===== src/verilog/pwmo_regs.vh =====
// Register map, field positions and reset values of the PWM output block.
// Assumes a 32-bit AXI4-Lite register bus and one system clock.
//
// Summary of operation
// - Pair mode bit set selects independent mode
// - Independent pairs: no dead time, both active
// - Duty value N drives both pins of pair N
// - Mode field 01 gives edge-aligned single pulse
// - Enable drives pins active, duty match ends them
// - Period match clears timer, pins, enable; interrupt
// - Period and duty kept; re-enable for next pulse
// - Six active-low override select bits, one per output
// - Overridden pin follows its manual state bit; complementary even pin ignores it
// - Complementary even pin complements odd pin outside the dead band
// - Even never active while odd is active
// - Dead time kept under manual override
// - Synced overrides apply at counter zero, edge-aligned
// - Centre-aligned sync at zero and at period
// - Select resets ones, state zeros, top bits zero
// - Odd override: even off, dead time, odd on
// - Polarity bits set active level per side
`ifndef PWMO_REGS_VH
`define PWMO_REGS_VH

// Byte addresses of the registers
`define PWMO_ADDR_TBCTL 8'h00
`define PWMO_ADDR_PERIOD 8'h04
`define PWMO_ADDR_DUTY0 8'h08
`define PWMO_ADDR_DUTY1 8'h0c
`define PWMO_ADDR_DUTY2 8'h10
`define PWMO_ADDR_OCTL0 8'h14
`define PWMO_ADDR_OCTL1 8'h18
`define PWMO_ADDR_OVSEL 8'h1c
`define PWMO_ADDR_OVSTATE 8'h20
`define PWMO_ADDR_DEADTIME 8'h24
`define PWMO_ADDR_ISTAT 8'h28
`define PWMO_ADDR_IMASK 8'h2c
`define PWMO_ADDR_COUNT 8'h30

// Time base control fields
`define PWMO_TB_MODE_LSB 0
`define PWMO_TB_EN_BIT 7
`define PWMO_MODE_FREE 2'b00
`define PWMO_MODE_SINGLE 2'b01

// Output control 1 fields
`define PWMO_SYNC_BIT 0
`define PWMO_HIGH_SIDE_POLARITY_BIT 1
`define PWMO_LOW_SIDE_POLARITY_BIT 2

// Interrupt status bits
`define PWMO_IRQ_PULSE_BIT 0
`define PWMO_IRQ_PERIOD_BIT 1

// Reset values
`define PWMO_RST_OVSEL 6'h3f
`define PWMO_RST_OVSTATE 6'h00
`define PWMO_RST_DEADTIME 6'h00

// AXI responses
`define PWMO_RESP_OKAY 2'b00
`define PWMO_RESP_SLVERR 2'b10

`endif


===== src/verilog/pwmo_top.v =====
// PWM time base, independent and single-pulse output modes and manual
// override for three output pairs, with an AXI4-Lite register slave.
// Assumes all inputs synchronous to CLK; CE low freezes every register.
`timescale 1ns/1ns
`include "pwmo_regs.vh"
module pwmo_top
#(
	parameter CW = 12, // Time base and duty width
	parameter DW = 6 // Dead-time counter width
)
(
	input wire CLK,
	input wire RST,
	input wire CE,
	input wire [7:0] AWADDR,
	input wire AWVALID,
	output reg AWREADY,
	input wire [31:0] WDATA,
	input wire [3:0] WSTRB,
	input wire WVALID,
	output reg WREADY,
	output reg [1:0] BRESP,
	output reg BVALID,
	input wire BREADY,
	input wire [7:0] ARADDR,
	input wire ARVALID,
	output reg ARREADY,
	output reg [31:0] RDATA,
	output reg [1:0] RRESP,
	output reg RVALID,
	input wire RREADY,
	output reg [5:0] PWM_OUT,
	output reg IRQ
);

// Byte-lane merge of a write into a 32-bit register image
function [31:0] merge;
	input [31:0] old;
	input [31:0] data;
	input [3:0] strb;
	integer i;
	begin
		merge = old;
		for (i = 0; i < 4; i = i + 1)
			if (strb[i])
				merge[i*8 +: 8] = data[i*8 +: 8];
	end
endfunction

// Address decode, used for both the read and the write path
function mapped;
	input [7:0] a;
	begin
		mapped = (a[1:0] == 2'b00) && (a <= `PWMO_ADDR_COUNT);
	end
endfunction

// Software-visible registers
reg [1:0] mode_ff; // Time base mode field
reg en_ff; // Time base enable bit
reg [CW-1:0] period_ff; // Period value
reg [CW-1:0] duty_ff [0:2]; // Duty values 0..2
reg [2:0] indep_ff; // Pair independent select bits
reg sync_ff; // Override sync bit
reg high_side_polarity_ff; // High-side (odd) polarity
reg low_side_polarity_ff; // Low-side (even) polarity
reg [5:0] ovsel_ff; // Override select, active low
reg [5:0] ovstate_ff; // Manual state bits
reg [DW-1:0] dt_ff; // Dead time in clock cycles
reg [1:0] istat_ff; // Sticky interrupt status
reg [1:0] imask_ff; // Interrupt mask

// Time base and output state
reg [CW-1:0] cnt_ff; // Time base counter
reg down_ff; // Centre-aligned counting downward
reg en_prev_ff; // Enable seen last cycle, for start detect
reg [2:0] pulse_ff; // Single-pulse active flag per pair
reg [5:0] ovsel_act_ff; // Override select now in force
reg [5:0] ovstate_act_ff; // Manual state now in force
reg [5:0] req_ff; // Wanted active level per pin before dead time

// Bus slave state
reg aw_have_ff;
reg w_have_ff;
reg [7:0] awaddr_ff;
reg [31:0] wdata_ff;
reg [3:0] wstrb_ff;

wire single = (mode_ff == `PWMO_MODE_SINGLE);
wire centre = mode_ff[1]; // Modes 10 and 11 count up and down
wire per_hit = en_ff & (cnt_ff == period_ff);
wire zero_hit = (cnt_ff == {CW{1'b0}});
wire aw_take = AWVALID & AWREADY;
wire w_take = WVALID & WREADY;
wire do_wr = aw_have_ff & w_have_ff & ~BVALID;
wire ar_take = ARVALID & ARREADY;
wire wr_ok = do_wr & mapped(awaddr_ff);
wire [31:0] wimg = merge(32'h0, wdata_ff, wstrb_ff);
// Lane-merged images of the wide registers; only the low CW bits are kept
wire [31:0] per_img = merge({{(32-CW){1'b0}}, period_ff}, wdata_ff, wstrb_ff);
wire [31:0] duty0_img = merge({{(32-CW){1'b0}}, duty_ff[0]}, wdata_ff, wstrb_ff);
wire [31:0] duty1_img = merge({{(32-CW){1'b0}}, duty_ff[1]}, wdata_ff, wstrb_ff);
wire [31:0] duty2_img = merge({{(32-CW){1'b0}}, duty_ff[2]}, wdata_ff, wstrb_ff);

// A write of 1 to the enable bit in the same cycle as the end of a
// pulse keeps enable set but gives no start edge, so no pulse flag is raised
wire en_wr = wr_ok & (awaddr_ff == `PWMO_ADDR_TBCTL) & wstrb_ff[0];
wire start = en_ff & ~en_prev_ff;
wire sync_pt = zero_hit | (centre & (cnt_ff == period_ff));
wire pulse_end = single & per_hit;

// Register writes and hardware updates of software registers
always @(posedge CLK or posedge RST)
begin
	if (RST)
	begin
		mode_ff <= `PWMO_MODE_FREE;
		en_ff <= 1'b0;
		period_ff <= {CW{1'b0}};
		duty_ff[0] <= {CW{1'b0}};
		duty_ff[1] <= {CW{1'b0}};
		duty_ff[2] <= {CW{1'b0}};
		indep_ff <= 3'h0;
		sync_ff <= 1'b0;
		high_side_polarity_ff <= 1'b0;
		low_side_polarity_ff <= 1'b0;
		ovsel_ff <= `PWMO_RST_OVSEL;
		ovstate_ff <= `PWMO_RST_OVSTATE;
		dt_ff <= `PWMO_RST_DEADTIME;
		istat_ff <= 2'h0;
		imask_ff <= 2'h0;
	end
	else if (CE)
	begin
		// Hardware ends the pulse by dropping enable; periods kept
		if (pulse_end)
			en_ff <= 1'b0;
		if (en_wr)
		begin
			mode_ff <= wimg[`PWMO_TB_MODE_LSB +: 2];
			en_ff <= wimg[`PWMO_TB_EN_BIT];
		end
		if (wr_ok)
		begin
			case (awaddr_ff)
				`PWMO_ADDR_PERIOD:
					period_ff <= per_img[CW-1:0];
				`PWMO_ADDR_DUTY0:
					duty_ff[0] <= duty0_img[CW-1:0];
				`PWMO_ADDR_DUTY1:
					duty_ff[1] <= duty1_img[CW-1:0];
				`PWMO_ADDR_DUTY2:
					duty_ff[2] <= duty2_img[CW-1:0];
				`PWMO_ADDR_OCTL0:
					if (wstrb_ff[0]) indep_ff <= wdata_ff[2:0];
				`PWMO_ADDR_OCTL1:
					if (wstrb_ff[0])
					begin
						sync_ff <= wdata_ff[`PWMO_SYNC_BIT];
						high_side_polarity_ff <= wdata_ff[`PWMO_HIGH_SIDE_POLARITY_BIT];
						low_side_polarity_ff <= wdata_ff[`PWMO_LOW_SIDE_POLARITY_BIT];
					end
				`PWMO_ADDR_OVSEL:
					if (wstrb_ff[0]) ovsel_ff <= wdata_ff[5:0];
				`PWMO_ADDR_OVSTATE:
					if (wstrb_ff[0]) ovstate_ff <= wdata_ff[5:0];
				`PWMO_ADDR_DEADTIME:
					if (wstrb_ff[0]) dt_ff <= wdata_ff[DW-1:0];
				`PWMO_ADDR_IMASK:
					if (wstrb_ff[0]) imask_ff <= wdata_ff[1:0];
				default:
				begin
					// Status and time base control handled elsewhere; counter is read-only
				end
			endcase
		end
		// Write one to clear; an event in the same cycle wins
		istat_ff <= (istat_ff & ~((wr_ok && awaddr_ff == `PWMO_ADDR_ISTAT
			&& wstrb_ff[0]) ? wdata_ff[1:0] : 2'h0))
			| {per_hit, pulse_end};
	end
end

// Time base counter: edge-aligned wraps at period, centre counts back
always @(posedge CLK or posedge RST)
begin
	if (RST)
	begin
		cnt_ff <= {CW{1'b0}};
		down_ff <= 1'b0;
		en_prev_ff <= 1'b0;
	end
	else if (CE)
	begin
		en_prev_ff <= en_ff;
		if (!en_ff)
			down_ff <= 1'b0;
		else if (pulse_end)
			cnt_ff <= {CW{1'b0}};
		else if (!centre)
			cnt_ff <= per_hit ? {CW{1'b0}} : cnt_ff + {{(CW-1){1'b0}}, 1'b1};
		else if (per_hit || (down_ff && cnt_ff == {{(CW-1){1'b0}}, 1'b1}))
		begin
			// Turn around at period and one step above zero
			down_ff <= ~down_ff;
			cnt_ff <= per_hit ? cnt_ff - {{(CW-1){1'b0}}, 1'b1}
				: {CW{1'b0}};
		end
		else if (down_ff)
			cnt_ff <= cnt_ff - {{(CW-1){1'b0}}, 1'b1};
		else
			cnt_ff <= cnt_ff + {{(CW-1){1'b0}}, 1'b1};
	end
end

// Override settings in force: copied each clock, or only at sync points
always @(posedge CLK or posedge RST)
begin
	if (RST)
	begin
		ovsel_act_ff <= `PWMO_RST_OVSEL;
		ovstate_act_ff <= `PWMO_RST_OVSTATE;
	end
	else if (CE)
	begin
		if (!sync_ff)
		begin
			ovsel_act_ff <= ovsel_ff;
			ovstate_act_ff <= ovstate_ff;
		end
		else if (sync_pt)
		begin
			// Centre mode adds the period match as a second point
			ovsel_act_ff <= ovsel_ff;
			ovstate_act_ff <= ovstate_ff;
		end
	end
end

// Per-pair duty generator and pin request
genvar p;
generate
	for (p = 0; p < 3; p = p + 1)
	begin : g_pair
		wire duty_hit = (cnt_ff == duty_ff[p]);
		wire duty_on; // Duty comparator output for this pair
		wire odd_sel; // Odd pin request after override
		wire even_sel; // Even pin request after override
		wire odd_act; // Odd active level from dead time
		wire even_act; // Even active level from dead time

		// Single-pulse flag: on at enable, off at duty or period match
		always @(posedge CLK or posedge RST)
		begin
			if (RST)
				pulse_ff[p] <= 1'b0;
			else if (CE)
			begin
				if (!single || pulse_end || (en_ff && duty_hit))
					pulse_ff[p] <= 1'b0;
				else if (start)
					pulse_ff[p] <= 1'b1;
			end
		end

		// One generator serves both pins of the pair
		assign duty_on = single ? pulse_ff[p] : (en_ff & (cnt_ff < duty_ff[p]));
		assign odd_sel = ovsel_act_ff[2*p+1] ? duty_on : ovstate_act_ff[2*p+1];
		assign even_sel = ovsel_act_ff[2*p] ? duty_on : ovstate_act_ff[2*p];

		// Requests are registered so the dead-time unit sees clean edges
		always @(posedge CLK or posedge RST)
		begin
			if (RST)
				req_ff[2*p+1 -: 2] <= 2'b00;
			else if (CE)
				req_ff[2*p+1 -: 2] <= {odd_sel, even_sel};
		end

		// Complementary pairs ignore the even request entirely
		pwmo_deadtime #(.DW(DW)) u_dt
		(
			.clk(CLK),
			.rst(RST),
			.ce(CE),
			.odd_in(req_ff[2*p+1]),
			.even_in(req_ff[2*p]),
			.bypass(indep_ff[p]),
			.dt_val(dt_ff),
			.odd_ff(odd_act),
			.even_ff(even_act)
		);

		// Pin levels from the polarity bits
		always @(posedge CLK or posedge RST)
		begin
			if (RST)
				PWM_OUT[2*p+1 -: 2] <= 2'b00;
			else if (CE)
				PWM_OUT[2*p+1 -: 2] <= {odd_act ^ high_side_polarity_ff, even_act ^ low_side_polarity_ff};
		end
	end
endgenerate

// Interrupt line, one clock behind the status bits
always @(posedge CLK or posedge RST)
begin
	if (RST)
		IRQ <= 1'b0;
	else if (CE)
		IRQ <= |(istat_ff & imask_ff);
end

// Write channel: address and data taken in either order
always @(posedge CLK or posedge RST)
begin
	if (RST)
	begin
		aw_have_ff <= 1'b0;
		w_have_ff <= 1'b0;
		awaddr_ff <= 8'h00;
		wdata_ff <= 32'h0;
		wstrb_ff <= 4'h0;
		AWREADY <= 1'b0;
		WREADY <= 1'b0;
		BVALID <= 1'b0;
		BRESP <= `PWMO_RESP_OKAY;
	end
	else if (CE)
	begin
		if (aw_take)
		begin
			aw_have_ff <= 1'b1;
			awaddr_ff <= AWADDR;
		end
		if (w_take)
		begin
			w_have_ff <= 1'b1;
			wdata_ff <= WDATA;
			wstrb_ff <= WSTRB;
		end
		if (do_wr)
		begin
			aw_have_ff <= 1'b0;
			w_have_ff <= 1'b0;
			BVALID <= 1'b1;
			// Unmapped addresses are refused with a slave error
			BRESP <= mapped(awaddr_ff) ? `PWMO_RESP_OKAY : `PWMO_RESP_SLVERR;
		end
		else if (BVALID && BREADY)
			BVALID <= 1'b0;
		// Ready again only once the previous response is gone
		AWREADY <= ~aw_have_ff & ~aw_take & ~BVALID & ~do_wr;
		WREADY <= ~w_have_ff & ~w_take & ~BVALID & ~do_wr;
	end
end

// Read channel: one read at a time, data registered
always @(posedge CLK or posedge RST)
begin
	if (RST)
	begin
		ARREADY <= 1'b0;
		RVALID <= 1'b0;
		RDATA <= 32'h0;
		RRESP <= `PWMO_RESP_OKAY;
	end
	else if (CE)
	begin
		if (ar_take)
		begin
			RVALID <= 1'b1;
			RRESP <= mapped(ARADDR) ? `PWMO_RESP_OKAY : `PWMO_RESP_SLVERR;
			case (ARADDR)
				`PWMO_ADDR_TBCTL: RDATA <= {24'h0, en_ff, 5'h0, mode_ff};
				`PWMO_ADDR_PERIOD: RDATA <= {{(32-CW){1'b0}}, period_ff};
				`PWMO_ADDR_DUTY0: RDATA <= {{(32-CW){1'b0}}, duty_ff[0]};
				`PWMO_ADDR_DUTY1: RDATA <= {{(32-CW){1'b0}}, duty_ff[1]};
				`PWMO_ADDR_DUTY2: RDATA <= {{(32-CW){1'b0}}, duty_ff[2]};
				`PWMO_ADDR_OCTL0: RDATA <= {29'h0, indep_ff};
				`PWMO_ADDR_OCTL1: RDATA <= {29'h0, low_side_polarity_ff, high_side_polarity_ff, sync_ff};
				`PWMO_ADDR_OVSEL: RDATA <= {26'h0, ovsel_ff};
				`PWMO_ADDR_OVSTATE: RDATA <= {26'h0, ovstate_ff};
				`PWMO_ADDR_DEADTIME: RDATA <= {{(32-DW){1'b0}}, dt_ff};
				`PWMO_ADDR_ISTAT: RDATA <= {30'h0, istat_ff};
				`PWMO_ADDR_IMASK: RDATA <= {30'h0, imask_ff};
				`PWMO_ADDR_COUNT: RDATA <= {{(32-CW){1'b0}}, cnt_ff};
				default: RDATA <= 32'h0;
			endcase
		end
		else if (RVALID && RREADY)
			RVALID <= 1'b0;
		ARREADY <= ~ar_take & ~(RVALID & ~RREADY);
	end
end

endmodule


===== src/verilog/pwmo_deadtime.v =====
// Dead-time unit for one output pair.
// Assumes its input is the odd pin's wanted active level, registered.
`timescale 1ns/1ns
module pwmo_deadtime
#(
	parameter DW = 6
)
(
	input wire clk,
	input wire rst,
	input wire ce,
	input wire odd_in, // Wanted active level of the odd pin
	input wire even_in, // Even pin level used when bypassed
	input wire bypass, // Independent pair: no dead time
	input wire [DW-1:0] dt_val, // Dead time in clock cycles
	output reg odd_ff, // Odd pin active level
	output reg even_ff // Even pin active level
);

reg prev_ff; // Last seen odd request, for edge detection
reg [DW-1:0] cnt_ff; // Dead-time down counter
wire edge_seen; // Odd request changed this cycle
wire settled; // Dead time fully elapsed

assign edge_seen = (odd_in != prev_ff);
assign settled = ~edge_seen & (cnt_ff == {DW{1'b0}});

// Every edge reloads the counter, so a toggle inside the dead time
// restarts it rather than letting a pin slip through early
always @(posedge clk or posedge rst)
begin
	if (rst)
	begin
		prev_ff <= 1'b0;
		cnt_ff <= {DW{1'b0}};
		odd_ff <= 1'b0;
		even_ff <= 1'b0;
	end
	else if (ce)
	begin
		prev_ff <= odd_in;
		if (edge_seen)
			cnt_ff <= dt_val;
		else if (cnt_ff != {DW{1'b0}})
			cnt_ff <= cnt_ff - {{(DW-1){1'b0}}, 1'b1};
		if (bypass)
		begin
			// Both pins free to be active together
			odd_ff <= odd_in;
			even_ff <= even_in;
		end
		else
		begin
			// Both off on any edge, new side on only after dead time
			odd_ff <= odd_in & settled;
			even_ff <= ~odd_in & settled;
		end
	end
end

endmodule


===== config.mk =====
export PLATFORM = sky130hd
export DESIGN_NAME = pwmo_top
export DESIGN_NICKNAME = d
export VERILOG_FILES = /design/src/verilog/pwmo_top.v /design/src/verilog/pwmo_deadtime.v
export VERILOG_INCLUDE_DIRS = /design/src /design/src/verilog
export SDC_FILE = /design/constraint.sdc
export NUM_CORES = 1
export LEC_CHECK = 0
export BUFFER_PORTS_ARGS = -buffer_cell sky130_fd_sc_hd__buf_2
export CORE_MARGIN = 3
export CORE_UTILIZATION = 57
export CTS_BUF_LIST = sky130_fd_sc_hd__clkbuf_8
export CTS_CLUSTER_DIAMETER = 40
export DETAILED_ROUTE_END_ITERATION = 16
export PLACE_DENSITY = 0.81
export SETUP_SLACK_MARGIN = 0.15
export SYNTH_ARGS = -nofsm -noshare
export SYNTH_HDL_FRONTEND = slang
export SYNTH_SLANG_ARGS = --single-unit

===== constraint.sdc =====
create_clock -name CLK -period 13.35 [get_ports CLK]
set_input_delay 0.6675 -clock CLK [delete_from_list [all_inputs] [get_ports CLK]]
set_output_delay 0.6675 -clock CLK [all_outputs]
set_load 0.005 [all_outputs]

==> run metrics, run 1 <==
clock insertion delay at the later pin of the skew report=0.47 ns; Detail Route Antenna Nets=0; number of setup violations in the final report=0; final global-route overflow total=0; number of different library cells in the post-synthesis netlist=73; primary flip-flop cell chosen by synthesis mapping=sky130_fd_sc_hd__dfrtp_1; clock tree from TritonCTS=built; Hold Path Class=in -> async; summed instance area of the synthesized netlist=roughly 0.011 mm²; site row count=49; DRC errors left=0; area occupied by registers=about 0.0048 mm²; kind of cell adding the most delay to the critical path=compound AO/OA/AOI/OAI gates; post-layout power=around 1.4 mW; master cell of the clock root buffer=sky130_fd_sc_hd__clkbuf_8; CTS clock-pin slew for the worst setup and hold paths=around 0.090 ns; reg2reg setup slack=slightly above 10 ns; Pwr per Cell Area=~120 mW/mm²; share of async-settable or async-resettable flops after synthesis=1.00; area of the multi-input gates=between 0.005 and 0.006 mm²; total number of vias=8147; crit path launch type=flip-flop; minimum clock period after layout=~3.2 ns; sequential area share after synthesis=0.454; deepest level of the CTS H-tree=4; largest clock skew in the final design=0.00959 ns; post-cts sizing count=0; Post-CTS Hold Buffers=0; largest net degree at the start of global routing=109; summed area of non-filler cells in the final layout=between 0.01 and 0.015 mm²; filler-free cell count of the finished design=1322; delay of the slowest critical-path stage=0.78 ns; initial core utilization=0.584; hold violation total from the final report=0; total negative slack=0 ns; worst endpoint required time=around 14 ns; maximum fanout along the worst path=13; Clock Sink Count=191; Setup crit end kind=flip-flop; total clock buffers created by CTS=17; status=completed; routability congestion estimate from global placement=between 0.9 and 1; relative max-transition margin=0.282; number of fill cells in the layout=1458; Die Area=slightly above 0.02 mm²; per-cell routed wire length=around 19 µm; diode insertion count for antenna repair=0; post-CTS setup buffer count=0; Worst EP arrival=about 3.5 ns; MaxCap Viol Count=0; die height=around 140 µm; type of the worst setup path=reg -> reg; Cells after DPL=approximately 1300; crit path max-delay cell type=sky130_fd_sc_hd__a2111oi_0; flip-flop and latch count after synthesis=about 190; worst reg2reg startpoint=cnt_ff[5]$_DFFE_PP0P_; detailed-routing iteration count for the pre-antenna-repair pass=7; share of the clock period used by the worst path=0.237; proportion of layout cells with a drive suffix above 1=0.221; highest achievable clock rate=315 MHz; count of synthesis-stage warnings from yosys=0; width of the die=around 140 µm; number of global-route vias before repair=between 7000 and 8000; number of standard cells after synthesis=1035; mean area per synthesized cell=10.2 µm²; aggregate routed wire length=around 25000 µm; Floorplan Core Area=~0.018 mm²; global-route total usage across every layer=0.259; detailed placement HPWL=18300 µm; RSZ-0062 raised after global routing=false; synthesis-to-layout area growth=6.76%; Post-DP Area=0.0109 mm²; number of cells on the worst reg-to-reg path=8; number of buffers and inverters on the critical path=0; cell-by-cell listing of the critical path=ha_1 > a21o_1 > a21o_1 > a21oi_1 > nor2_1 > a2111oi_0 > a21oi_1 > a221oi_1; number of enable-type register cells in the synthesized netlist=0; slew at the pin with the worst max-slew slack=1.08 ns; final net count=1183; standby leakage power=roughly 5.2 nW; antenna violations before repair=1; global-route wire length before repair=between 40000 and 50000 µm; final number of max-transition violations=0; Top Ports=about 110; vias per inst=6.16; Port Buffer Count=63; Initial DRC Count=816; worst-case vdd ir drop=about 0.094 mV; capturing point of the worst reg2reg path=req_ff[3]$_DFFE_PP0P_; number of buffers between clock root and the deepest sink=2
[kinds of logic (layout without fill, tap and decap cells)]
group / after synthesis / after routing / share of synthesized area
other: 1 / 22 / 0.000355
buffers and inverters: 133 / 170 / 0.0616
muxes: 136 / 136 / 0.145
AOI/OAI and AO/OA: 217 / 217 / 0.129
DFF: 191 / 191 / 0.454
and+or+nand+nor: 291 / 291 / 0.140
adders and majority gates: 43 / 43 / 0.0509
xor gates and xnor gates: 23 / 23 / 0.0198
[registers in the layout, indices dropped and copies added (netlist names), 8 cells and up]
name and count:
duty_ff 36, g_pair.u_dt.cnt_ff 18, RDATA 12, cnt_ff 12
period_ff 12, wdata_ff 12, awaddr_ff 8
[through the flow]
step	hold WS [ns]	worst slack [ns]	utilization
after floorplan	0.450	7.50	-
after global placement	0.459	10.18	0.603
after detailed placement	0.466	10.14	0.603
after CTS	0.339	10.28	0.624
after global routing	0.379	10.09	0.624
final	0.321	10.18	0.624
[layout by cell type, fill, tap and decap left out, drive strengths merged, types with 5 or more instances in the layout]
| cell | instances |
|---|---|
| a221oi | 8 |
| xnor2 | 8 |
| nand2b | 8 |
| nand2 | 91 |
| mux2 | 115 |
| a22oi | 12 |
| buf | 69 |
| nand3 | 19 |
| o211ai | 7 |
| inv | 74 |
| a211oi | 8 |
| a21oi | 52 |
| clkbuf | 20 |
| mux2i | 19 |
| o22ai | 5 |
| ha | 43 |
| or3 | 7 |
| and3 | 13 |
| conb | 22 |
| dfstp | 12 |
| dfrtp | 179 |
| o21ai | 70 |
| a21o | 11 |
| a31oi | 9 |
| o21a | 6 |
| a22o | 11 |
| clkinv | 6 |
| nand4 | 14 |
| nor4 | 10 |
| nor2 | 71 |
| xor2 | 15 |
| nor2b | 10 |
| nor3 | 27 |
[Yosys cell counts (8+ instances only)]
library cell,number,area share
sky130_fd_sc_hd__mux2i_1,19,0.018
sky130_fd_sc_hd__o21ai_0,66,0.031
sky130_fd_sc_hd__buf_4,23,0.016
sky130_fd_sc_hd__a21oi_1,52,0.025
sky130_fd_sc_hd__a211oi_1,8,0.0057
sky130_fd_sc_hd__nor2_1,70,0.025
sky130_fd_sc_hd__nor2b_1,10,0.0059
sky130_fd_sc_hd__a31oi_1,9,0.0053
sky130_fd_sc_hd__mux2_2,111,0.12
sky130_fd_sc_hd__xor2_1,14,0.012
sky130_fd_sc_hd__inv_1,69,0.025
sky130_fd_sc_hd__dfstp_2,12,0.030
sky130_fd_sc_hd__clkbuf_1,25,0.0089
sky130_fd_sc_hd__nand2b_1,8,0.0047
sky130_fd_sc_hd__nand2_1,91,0.032
sky130_fd_sc_hd__a221oi_1,8,0.0066
sky130_fd_sc_hd__nand3_1,18,0.0085
sky130_fd_sc_hd__and3_1,12,0.0071
sky130_fd_sc_hd__nor3_1,25,0.012
sky130_fd_sc_hd__a22o_1,10,0.0083
sky130_fd_sc_hd__ha_1,43,0.051
sky130_fd_sc_hd__dfrtp_1,179,0.42
sky130_fd_sc_hd__a21o_1,11,0.0078
sky130_fd_sc_hd__nand4_1,14,0.0083
sky130_fd_sc_hd__a22oi_1,12,0.0085
sky130_fd_sc_hd__xnor2_1,8,0.0066
[worst max path at each step]
stage | from | end | slack (ns) | depth (start not counted)
after floorplan | RST | ARREADY$_DFFE_PP0P_ | 7.50 | 1
after global placement | CE | RDATA[4]$_DFFE_PP0P_ | 10.18 | 8
after detailed placement | CE | RDATA[4]$_DFFE_PP0P_ | 10.14 | 8
after CTS | cnt_ff[5]$_DFFE_PP0P_ | req_ff[2]$_DFFE_PP0P_ | 10.28 | 8
after global routing | cnt_ff[5]$_DFFE_PP0P_ | req_ff[2]$_DFFE_PP0P_ | 10.09 | 8
final | cnt_ff[5]$_DFFE_PP0P_ | req_ff[3]$_DFFE_PP0P_ | 10.18 | 8
[report_power, final]
part / total, mW / switching [mW] / internal (mW)
Sequential: 0.775 / 0.115 / 0.659
Clock: 0.364 / 0.203 / 0.161
Combinational: 0.261 / 0.139 / 0.122
Total: 1.40 / 0.457 / 0.942
[per-layer routing]
metal	global-route usage	wire (µm)
met1	0.373	11100
met2	0.380	11100
met4	0.117	995
met5	0	13
met3	0.0528	2180
[final cells by class]
type	instances	area share
timing repair buffer	69	0.0320
clock inverter	12	0.00865
inverter	69	0.0236
tap	229	0.0254
clock buffer	20	0.0244
sequential	191	0.425
multi-input combinational	732	0.461
Power figures use the tool's default switching activity.
==> run 2, diff against run 1 <==
--- a/config.mk
+++ b/config.mk
@@ -6,6 +6,7 @@
 export SDC_FILE = /design/constraint.sdc
 export NUM_CORES = 1
 export LEC_CHECK = 0
+export ABC_AREA = 1
 export BUFFER_PORTS_ARGS = -buffer_cell sky130_fd_sc_hd__buf_2
 export CORE_MARGIN = 3
 export CORE_UTILIZATION = 57
==> constraint.sdc (replaced) <==
create_clock -name CLK -period 3 [get_ports CLK]
set_input_delay 0.15 -clock CLK [delete_from_list [all_inputs] [get_ports CLK]]
set_output_delay 0.15 -clock CLK [all_outputs]
set_load 0.005 [all_outputs]
==> run 2 against run 1 <==
Sequential cell count unchanged; sequential power rose to 4.1 times the previous value; non-clock buffer count up 32; area after synthesis up 1.9%; first-iteration DRC count down 3.8%; final cell count up 28%; power rose to 4.6 times the previous value; critical path type unchanged.
==> run metrics, run 2 <==
status=completed; crit path max-delay cell type=sky130_fd_sc_hd__dfrtp_1; Worst EP arrival=2.83 ns; highest achievable clock rate=412 MHz; MaxCap Viol Count=0; slew at the pin with the worst max-slew slack=approximately 0.8 ns; summed instance area of the synthesized netlist=around 0.011 mm²; crit path launch type=flip-flop; primary flip-flop cell chosen by synthesis mapping=sky130_fd_sc_hd__dfrtp_1; final net count=between 1500 and 2000; share of async-settable or async-resettable flops after synthesis=1.00; most common cell after layout, fill and taps aside=sky130_fd_sc_hd__nand2_1; synthesis-to-layout area growth=10.2%; CTS clock-pin slew for the worst setup and hold paths=around 0.10 ns; kind of cell adding the most delay to the critical path=simple AND/OR/NAND/NOR gates; detailed placement HPWL=21000 µm; relative max-transition margin=0.469; mean area per synthesized cell=approximately 8 µm²; count of synthesis-stage warnings from yosys=0; detailed route wirelength on metal2=between 10000 and 15000 µm; Post-CTS Hold Buffers=27; deepest level of the CTS H-tree=4; share of the clock period used by the worst path=0.809; number of setup violations in the final report=0; Pwr per Cell Area=between 500 and 600 mW/mm²; total negative slack=0 ns; type of the worst setup path=reg -> reg; Setup crit end kind=flip-flop; total clock buffers created by CTS=17; sequential area share after synthesis=0.445; maximum fanout along the worst path=12; minimum clock period after layout=about 2.4 ns; cell-by-cell listing of the critical path=inv_1 > nand2_1 > nand2_1 > nor2_2 > nand2_2 > nor2_4 > nand3_2 > nand2_1 > nand2_1 > nand2_1 > nand3_1 > nand2_1; routability congestion estimate from global placement=roughly 1; master cell of the clock root buffer=sky130_fd_sc_hd__clkbuf_8; Largest register FFs=36; proportion of layout cells with a drive suffix above 1=0.127; number of different library cells in the post-synthesis netlist=between 40 and 50; die height=143 µm; worst-case vdd ir drop=0.479 mV; clock insertion delay at the later pin of the skew report=0.48 ns; number of enable-type register cells in the synthesized netlist=0; dpl ws=~0.65 ns; largest clock skew in the final design=~0.017 ns; number of buffers between clock root and the deepest sink=2; standby leakage power=5.97 nW; commonest cells after routing, fill and taps aside=sky130_fd_sc_hd__nand2_1, sky130_fd_sc_hd__dfrtp_1, sky130_fd_sc_hd__inv_1; most repeated cell in the gate-level netlist after synthesis=sky130_fd_sc_hd__nand2_1; leading cell types by total area after synthesis=sky130_fd_sc_hd__dfrtp_1, sky130_fd_sc_hd__nand2_1, sky130_fd_sc_hd__inv_1; Floorplan Core Area=0.0183 mm²; final global-route overflow total=0; global-route wire length before repair=around 45000 µm; aggregate routed wire length=28100 µm; RSZ-0062 raised after global routing=false; DRC errors left=0; final number of max-transition violations=0; hold violation total from the final report=0; diode insertion count for antenna repair=0; area share of the leading cell type in the synthesized netlist=0.416; number of buffers and inverters on the critical path=1; top register by number of flip-flops=duty_ff; final setup slack of the worst path=between 0.5 and 0.6 ns; global-route total usage across every layer=0.280; largest net degree at the start of global routing=59; delay of the slowest critical-path stage=~0.66 ns; Clock Sink Count=roughly 190; Die Area=slightly above 0.02 mm²; number of global-route vias before repair=just under 9000; Initial DRC Count=785; hold wc startpoint=ARVALID; number of standard cells after synthesis=between 1000 and 1500; initial core utilization=0.589; routed metal-1 wirelength=13100 µm; worst endpoint required time=around 3.4 ns; reg2reg setup slack=about 0.57 ns; ranking of synthesized cells by instance count=sky130_fd_sc_hd__nand2_1, sky130_fd_sc_hd__dfrtp_1, sky130_fd_sc_hd__inv_1, sky130_fd_sc_hd__o21ai_0, sky130_fd_sc_hd__nor2_1; antenna violations before repair=0; clock tree from TritonCTS=built; Port Buffer Count=63; final core area utilization=0.649; site row count=49; width of the die=between 100 and 150 µm; Hold Path Class=in -> reg; post-cts sizing count=0; worst reg2reg startpoint=cnt_ff[9]$_DFFE_PP0P_; total number of vias=~9300; most frequent cell on the critical path=sky130_fd_sc_hd__nand2_1; filler-free cell count of the finished design=between 1500 and 2000; Top Ports=108; vias per inst=roughly 5.5; cell type with the largest total area after synthesis=sky130_fd_sc_hd__dfrtp_1; highest metal layer with signal wires=met4; Cells after DPL=roughly 1600; post-CTS setup buffer count=0; Critical path origin=cnt_ff[9]$_DFFE_PP0P_; registers with the most flip-flops=duty_ff (36), g_pair.u_dt.cnt_ff (18); detailed-routing iteration count for the pre-antenna-repair pass=5; met3 WL=approximately 1800 µm; flip-flop and latch count after synthesis=191; per-cell routed wire length=16.6 µm; Detail Route Antenna Nets=0
==> run 2: cell count changes after synthesis, sizes merged, moves of 12 or more <==
| cell | delta |
|---|---|
| a22oi | -12 |
| and3 | -12 |
| inv | +106 |
| mux2 | -113 |
| mux2i | -19 |
| nand2 | +291 |
| nand3 | +55 |
| nor2 | +31 |
| o21ai | +100 |
| o22ai | +18 |
==> run 2: per-stage QoR <==
step | hold WS (ns) | area, µm² | total power [mW]
2_1_floorplan | 0.267 | 10800 | 4.23
3_3_place_gp | 0.288 | 11200 | 4.58
3_5_place_dp | 0.299 | 11200 | 4.65
4_1_cts | 0.0158 | 11900 | 6.50
5_1_grt | 0.0613 | 11900 | 6.85
6_report | 0.0540 | 11900 | 6.49
==> run 2: where the power goes <==
part / switching [mW] / total (mW) / internal [mW] / leakage [nW]
Clock: 1.03 / 1.84 / 0.813 / 0.221
Sequential: 0.243 / 3.17 / 2.93 / 2.51
Combinational: 1.00 / 1.48 / 0.475 / 3.24
==> run 2: per-layer routing <==
metal	up-vias	GRT usage
met3	47	0.0509
li1	4552	-
met5	-	0
met1	4401	0.415
met4	0	0.0922
met2	323	0.419
==> run 2: area by class of cell <==
| class | instances | area (µm²) |
|---|---|---|
| Clock inverter | 14 | 195 |
| Timing Repair Buffer | 101 | 693 |
| Fill cell | 1556 | 6410 |
| Sequential cell | 191 | 4790 |
| Clock buffer | 18 | 248 |
| Inverter | 175 | 661 |
| Multi-Input combinational cell | 961 | 4990 |
| Tap cell | 229 | 287 |
==> run 2: path summary, 6_finish.rpt <==
check | to | depth (start not counted)
min in group asynchronous | WREADY$_DFFE_PP0P_ | 3
max reg2reg | cnt_ff[1]$_DFFE_PP0P_ | 12
min | ARREADY$_DFFE_PP0P_ | 4
max in group asynchronous | ovsel_act_ff[2]$_DFFE_PP1P_ | 4
min reg2reg | ovstate_act_ff[2]$_DFFE_PP0P_ | 2
max | cnt_ff[1]$_DFFE_PP0P_ | 12
==> run 2: kinds of logic (layout without fill, tap and decap cells) <==
logic type,Yosys count,count (layout),share of synthesized area
multiplexers,2,2,0.00209
AO/OA/AOI/OAI,259,259,0.138
other,1,22,0.000348
buffers and inverters,235,308,0.0988
XOR/XNOR,29,29,0.0236
adder cells (fa/ha/maj),43,43,0.0500
flip-flops,191,191,0.445
AND/OR/NAND/NOR,606,606,0.242
==> run 2: tightest hold or removal path: stages <==
cell,delay (ns)
sky130_fd_sc_hd__buf_2,0.07
sky130_fd_sc_hd__nand2_1,0.10
sky130_fd_sc_hd__o21ai_0,0.09
sky130_fd_sc_hd__o21ai_0,0.07
